`src/pkg/adm_ctrl_pkg.sv`:
```
package adm_ctrl_pkg;
   // -------------------------------------------------------------
   // Register map
   // -------------------------------------------------------------
   localparam logic [7:0] CTRL_ADDR = 8'hE1;
   localparam logic [15:0] CTRL_RESET = 16'hBDA0;
   // -------------------------------------------------------------
   // Field positions
   // -------------------------------------------------------------
   localparam int SYL_LSB = 13;
   localparam int STEP_MAX_LSB = 11;
   localparam int STEP_MIN_BIT = 10;
   localparam int RUN_LSB = 8;
   localparam int EST_LSB = 5;
   localparam int ORDER_LSB = 3;
   localparam int ZERO_LSB = 1;
   localparam int HALF_ZERO_BIT = 0;
   // -------------------------------------------------------------
   // Step size limits and adaptation
   // -------------------------------------------------------------
   localparam logic [15:0] STEP_MAX_0 = 16'h2800;
   localparam logic [15:0] STEP_MAX_1 = 16'h1400;
   localparam logic [15:0] STEP_MAX_2 = 16'h0A00;
   localparam logic [15:0] STEP_MAX_3 = 16'h0500;
   localparam logic [15:0] STEP_MIN_CLR = 16'h0014;
   localparam logic [15:0] STEP_MIN_SET = 16'h000A;
   localparam logic [15:0] STEP_RESET = 16'h0014;
   localparam logic [2:0] RUN_BASE = 3'h3;
   localparam logic [3:0] SYL_SHIFT_BASE = 4'h5;
   localparam logic [2:0] RUN_CNT_MAX = 3'h7;
   // Time constant numerators, ms = num / (3 * kbps)
   localparam logic [12:0] SYL_NUM_BASE = 13'h0200;
   localparam logic [7:0] EST_NUM_BASE = 8'h10;
   localparam logic [5:0] ZERO_TC_X2_MAX = 6'h09;
endpackage

```
`src/hdl/adm_encoder_adaptation_control.sv`:
```
`timescale 1ns/1ns
module adm_encoder_adaptation_control (
   input wire logic core_clk,
   input wire logic rstn,
   input wire logic wr_en,
   input wire logic [7:0] wr_addr,
   input wire logic [15:0] wr_data,
   input wire logic bit_strobe,
   input wire logic enc_bit,
   input wire logic decode_mode,
   output logic [15:0] ctrl_word,
   output logic signed [15:0] step_size,
   output logic [15:0] step_max,
   output logic [15:0] step_min,
   output logic [2:0] run_len,
   output logic run_hit,
   output logic [12:0] syl_tc_num,
   output logic [3:0] syl_shift,
   output logic [7:0] est_tc_num,
   output logic second_order,
   output logic [1:0] loss_shift,
   output logic zero_enable,
   output logic [5:0] zero_tc_x2,
   output logic half_rate_zero
);
   // -------------------------------------------------------------
   // Decode helpers
   // -------------------------------------------------------------
   // Codes step 1, 1.5, 2, 3, 4, 6, 8, 12 times the base
   function automatic logic [12:0] tc_scale(input logic [2:0] code, input logic [12:0] base);
      logic [12:0] whole;
      whole = base << code[2:1];
      tc_scale = code[0] ? 13'(whole + (whole >> 1)) : whole;
   endfunction

   function automatic logic [15:0] max_of(input logic [1:0] code);
      case (code)
         2'h0: max_of = adm_ctrl_pkg::STEP_MAX_0;
         2'h1: max_of = adm_ctrl_pkg::STEP_MAX_1;
         2'h2: max_of = adm_ctrl_pkg::STEP_MAX_2;
         default: max_of = adm_ctrl_pkg::STEP_MAX_3;
      endcase
   endfunction

   // -------------------------------------------------------------
   // Control word
   // -------------------------------------------------------------
   logic [15:0] ctrl_ff;

   always_ff @(posedge core_clk or negedge rstn) begin
      if (!rstn) begin
         ctrl_ff <= adm_ctrl_pkg::CTRL_RESET;
      end else if (wr_en && wr_addr == adm_ctrl_pkg::CTRL_ADDR) begin
         ctrl_ff <= wr_data;
      end
   end

   assign ctrl_word = ctrl_ff;

   logic [2:0] syl_code;
   logic [2:0] est_code;
   logic [1:0] order_code;
   logic [1:0] zero_code;
   assign syl_code = ctrl_ff[adm_ctrl_pkg::SYL_LSB +: 3];
   assign est_code = ctrl_ff[adm_ctrl_pkg::EST_LSB +: 3];
   assign order_code = ctrl_ff[adm_ctrl_pkg::ORDER_LSB +: 2];
   assign zero_code = ctrl_ff[adm_ctrl_pkg::ZERO_LSB +: 2];

   assign syl_tc_num = tc_scale(syl_code, adm_ctrl_pkg::SYL_NUM_BASE);
   // Longer syllabic constant, slower leak of the step integrator
   assign syl_shift = 4'(adm_ctrl_pkg::SYL_SHIFT_BASE + {1'b0, syl_code});
   assign step_max = max_of(ctrl_ff[adm_ctrl_pkg::STEP_MAX_LSB +: 2]);
   assign step_min = ctrl_ff[adm_ctrl_pkg::STEP_MIN_BIT] ? adm_ctrl_pkg::STEP_MIN_SET
                                                       : adm_ctrl_pkg::STEP_MIN_CLR;
   assign run_len = 3'(adm_ctrl_pkg::RUN_BASE
      + {1'b0, ctrl_ff[adm_ctrl_pkg::RUN_LSB +: 2]});
   assign est_tc_num = 8'(tc_scale(est_code, {5'h00, adm_ctrl_pkg::EST_NUM_BASE}));
   assign second_order = order_code != 2'h0;
   assign loss_shift = order_code;
   // Zero time constant in half units: code 3 gives 4.5 / kbps
   assign zero_enable = second_order && zero_code != 2'h0;
   assign zero_tc_x2 = zero_enable ? 6'(adm_ctrl_pkg::ZERO_TC_X2_MAX * zero_code / 3) : 6'h00;
   // Only honoured while decoding; encoder loop would go unstable
   assign half_rate_zero = ctrl_ff[adm_ctrl_pkg::HALF_ZERO_BIT] && decode_mode;

   // -------------------------------------------------------------
   // Run detector
   // -------------------------------------------------------------
   // Count saturates so a long run keeps adapting without wrapping
   logic [2:0] run_cnt_ff;
   logic last_bit_ff;
   logic [2:0] nxt_run_cnt;

   always_comb begin
      if (enc_bit != last_bit_ff || run_cnt_ff == 3'h0) begin
         nxt_run_cnt = 3'h1;
      end else if (run_cnt_ff == adm_ctrl_pkg::RUN_CNT_MAX) begin
         nxt_run_cnt = run_cnt_ff;
      end else begin
         nxt_run_cnt = run_cnt_ff + 3'h1;
      end
   end

   assign run_hit = bit_strobe && nxt_run_cnt >= run_len;

   always_ff @(posedge core_clk or negedge rstn) begin
      if (!rstn) begin
         run_cnt_ff <= 3'h0;
         last_bit_ff <= 1'b0;
      end else if (bit_strobe) begin
         run_cnt_ff <= nxt_run_cnt;
         last_bit_ff <= enc_bit;
      end
   end

   // -------------------------------------------------------------
   // Step size integrator
   // -------------------------------------------------------------
   logic signed [15:0] step_ff;
   logic signed [17:0] nxt_step;
   logic signed [17:0] cur;
   logic signed [17:0] hi;
   logic signed [17:0] lo;

   always_comb begin
      cur = 18'(step_ff);
      hi = {2'b00, step_max};
      lo = {2'b00, step_min};
      if (run_hit) begin
         nxt_step = cur + ((hi - cur) >>> syl_shift) + 18'sh1;
      end else begin
         nxt_step = cur - (cur >>> syl_shift);
      end
      // Clamp on the 16-bit scale at the selected limits
      if (nxt_step > hi) begin
         nxt_step = hi;
      end else if (nxt_step < lo) begin
         nxt_step = lo;
      end
   end

   always_ff @(posedge core_clk or negedge rstn) begin
      if (!rstn) begin
         step_ff <= adm_ctrl_pkg::STEP_RESET;
      end else if (bit_strobe) begin
         step_ff <= 16'(nxt_step);
      end
   end

   assign step_size = step_ff;
endmodule

```
`config.mk`:
```
export PLATFORM = sky130hd
export DESIGN_NAME = adm_encoder_adaptation_control
export DESIGN_NICKNAME = d
export VERILOG_FILES = /design/src/pkg/adm_ctrl_pkg.sv /design/src/hdl/adm_encoder_adaptation_control.sv
export SDC_FILE = /design/constraint.sdc
export NUM_CORES = 1
export LEC_CHECK = 0
export BUFFER_PORTS_ARGS = -buffer_cell sky130_fd_sc_hd__buf_2
export CAP_MARGIN = 20
export CORE_MARGIN = 4
export CORE_UTILIZATION = 60
export CTS_CLUSTER_SIZE = 20
export DETAILED_ROUTE_END_ITERATION = 10
export PLACE_DENSITY_LB_ADDON = 0.2
export SETUP_SLACK_MARGIN = 0.4
export SLEW_MARGIN = 20
export SYNTH_ARGS = -nofsm -noshare
export SYNTH_HDL_FRONTEND = slang
export SYNTH_SLANG_ARGS = --single-unit
```
`constraint.sdc`:
```
create_clock -name core_clk -period 9.6 [get_ports core_clk]
set_input_delay 1.92 -clock core_clk [delete_from_list [all_inputs] [get_ports core_clk]]
set_output_delay 1.92 -clock core_clk [all_outputs]
set_load 0.05 [all_outputs]
```
==> flow_metrics.tcl <==
set metrics [dict create \
    outcome "complete, no violations" \
    cp.arrival_ns 8.22 \
    rsz0062_at_grt "no" \
    post_cts_buffers 0 \
    drtIter0Drc 797 \
    num_rows 37 \
    vdd_drop_max_v 0.000248 \
    sw_frac_of_total_pct 59.8 \
    vias_per_cell 6.44 \
    avgSynthCellArea_um2 7.65 \
    grt_first_pass_wirelength_um 32100 \
    clkPwrFrac_pct 4.2 \
    grt_max_degree 48 \
    setup_viol 0 \
    tns_ns 0 \
    p_leak_nw 3.19 \
    worstPathRequired_ns 9.76 \
    antenna_cells 0 \
    min-delay-start "last_bit_ff" \
    worstMarginPinSlew_ns 1.13 \
    initial_utilization_pct 61.8 \
    fillers 938 \
    internal_power_w 0.00107 \
    maxSlewViolCount 0 \
    slew_headroom_pct 24.7 \
    ios 134 \
    synthTopCellsByArea "ha_1 13%, dfrtp_1 10%, mux2_2 5.6%" \
    ys_ff_latch 36 \
    syn_area_um2 6400 \
    synth_top_area_share_pct 12.7 \
    regArea_um2 913 \
    dieArea_um2 12400 \
    yosys_warnings 0 \
    max_cap_viol_count 0 \
    cts_buffers 5 \
    grt_use_total_pct 31.5 \
    routabilityCongestion 1.04 \
    dpl.hpwl_um 16100 \
    comb_power_share_pct 85.8 \
    cts_max_path_buffers 2 \
    vias 6664 \
    seqPwrFrac_pct 9.9 \
    finalCritPeriodShare_pct 84.0 \
    dr.pass1.iters 8 \
    antenna_left 0 \
    post-route-min-period_ns 8.07 \
    startpoint "ctrl_word[13]" \
    layout_common_cells "98 x buf_2, 85 x nand2_1, 67 x nor2_1, 66 x a21oi_1, 65 x ha_1" \
    crit_fanout 47 \
    multi_input_area_um2 4970 \
    synth_seq_area_share_pct 14.3 \
    async_flop_share_pct 100 \
    cts_num_sinks 36 \
    htree_levels 2 \
    drive_gt1_share_pct 20.0 \
    dpl.cell_count 1026 \
    fmaxAchievable_mhz 124 \
    hp-class "flip-flop to flip-flop" \
    cts_root_buf "clkbuf_8" \
    finalHoldViolations 0 \
    stdcell_count 1034 \
    grt_pass1_vias 6250 \
    cp-start-kind "flip-flop" \
    switchingPower_w 0.00160 \
    area_growth_pct 6.82 \
    grt_overflow 0 \
    cts_hold_buf 0 \
    nets 994 \
    synth_top_area_cell "ha_1" \
    cts_tree "yes" \
    antenna_found_initial 0 \
    drt-total-wl_um 20500 \
    fin_skew_ns 0.0101 \
    avgRoutedWirePerCell_um 19.9 \
    utilization_pct 66.0 \
    ys_types 86 \
    clkTransAtPathRegs_ns 0.09 \
    die_w_um 111 \
    core_um2 10400 \
    cp-end-kind "flip-flop" \
    synthesis.instances 837 \
    synth_edf_count 0 \
    power_density_nw_per_um2 391 \
    drc_errors 0 \
    post_cts_resized 0 \
    insertion_delay_ns 0.30 \
    crit_type "flip-flop to flip-flop" \
    layout_commonest_cell "buf_2" \
    die_h_um 111 \
    portBuffers 98 \
    yosys_most_used_dff "dfrtp_1" \
    reg2reg_from "ctrl_word[13]" \
]
[sequential cells by signal, summed over array words and instances (netlist names)]
| signal | flops |
|---|---|
| ctrl_word | 16 |
| step_size | 16 |
| run_cnt_ff | 3 |
| last_bit_ff | 1 |
[metrics by stage]
step                      setup slack (ns)  power, W  area [µm²]  hold WS, ns
final                                 1.53   0.00267        6840        0.537
after global placement                2.06   0.00244        6750        0.513
after detailed placement              1.83   0.00248        6750        0.518
after floorplan                       2.35   0.00195        6530        0.502
after CTS                             1.76   0.00261        6840        0.539
after global routing                  1.08   0.00286        6840        0.552
[cell families (layout without fill, tap and decap cells)]
logic type,after synthesis,in the layout,share of synthesized area (%)
AO/OA/AOI/OAI,251,251,27.2
AND/OR/NAND/NOR,249,249,18.4
buffers and inverters,131,158,10.3
adder cells (fa/ha/maj),69,69,13.6
multiplexers,66,66,11.5
flip-flops,36,36,14.3
XOR/XNOR,34,34,4.65
other,1,35,0.0586
[area by class of cell]
class | instances | area share [%]
repair buffers | 100 | 7.39
inverters | 50 | 2.74
well taps | 136 | 2.49
clock buffers | 5 | 1.01
clock inverters | 3 | 0.348
flip-flops and latches | 36 | 13.4
multi-input cells | 704 | 72.7
[final timing paths]
check | slack (ns) | depth (start not counted) | endpoint
max | 1.53 | 24 | step_size[1]
min reg2reg | 0.54 | 1 | last_bit_ff
max in group asynchronous | 7.36 | 1 | ctrl_word[6]
min in group asynchronous | 1.71 | 1 | ctrl_word[3]
max reg2reg | 1.53 | 24 | step_size[1]
min | 0.54 | 1 | last_bit_ff
[Yosys cell counts, types with 6 or more instances]
| cell type | number |
|---|---|
| o2bb2ai_1 | 6 |
| clkbuf_1 | 27 |
| a21oi_1 | 67 |
| inv_1 | 47 |
| a31oi_1 | 8 |
| dfstp_2 | 10 |
| buf_1 | 8 |
| and3_1 | 8 |
| a211oi_1 | 13 |
| nand3_1 | 15 |
| mux2i_1 | 31 |
| nand2_1 | 85 |
| o21a_1 | 6 |
| o21ai_0 | 47 |
| o21bai_1 | 6 |
| o211ai_1 | 14 |
| nor2_1 | 67 |
| o21ai_1 | 7 |
| o2111ai_1 | 7 |
| xnor2_1 | 25 |
| a21o_1 | 12 |
| dfrtp_1 | 26 |
| buf_4 | 41 |
| nor3_1 | 13 |
| ha_1 | 65 |
| mux2_2 | 32 |
| nand2b_1 | 8 |
| nand4_1 | 9 |
| xor2_1 | 9 |
| nor2b_1 | 8 |
| and2_1 | 11 |
[per-layer routing]
| layer | part of all wire [%] | wire (µm) | global-route usage (%) | up-vias |
|---|---|---|---|---|
| met2 | 47 | 9580 | 51.4 | 358 |
| met3 | 9.5 | 1940 | 5.79 | 60 |
| met5 | 0 | 0 | 0 | - |
| met1 | 40 | 8270 | 41.1 | 3146 |
| met4 | 3.6 | 745 | 13.1 | 0 |
| li1 | - | - | - | 3100 |
[worst max-delay path: stages, from the launching register on]
cell	delay, ns
dfstp_2	1.10
ha_1	0.33
xor2_2	0.88
inv_1	0.72
a211oi_1	0.42
a311o_1	0.16
ha_1	0.18
inv_1	0.08
fa_1	0.42
a211oi_1	0.26
o21ai_1	0.16
a32oi_1	0.34
and2_1	0.21
xnor2_1	0.10
mux2i_1	0.32
inv_1	0.08
ha_1	0.35
and3_1	0.18
nand2_1	0.06
o221ai_1	0.23
a41oi_1	0.10
a22oi_1	0.39
a211oi_2	0.19
o31ai_1	0.52
o22ai_1	0.16
[power groups by stage]
| stage | registers, W | clock network [W] | logic, W |
|---|---|---|---|
| after floorplan | 0.000293 | 0 | 0.00166 |
| after global placement | 0.000263 | 0 | 0.00218 |
| after detailed placement | 0.000265 | 0 | 0.00221 |
| after CTS | 0.000262 | 0.000116 | 0.00223 |
| after global routing | 0.000268 | 0.000123 | 0.00247 |
| final | 0.000266 | 0.000113 | 0.00229 |
Note: power is estimated with default switching activity, not from simulation.
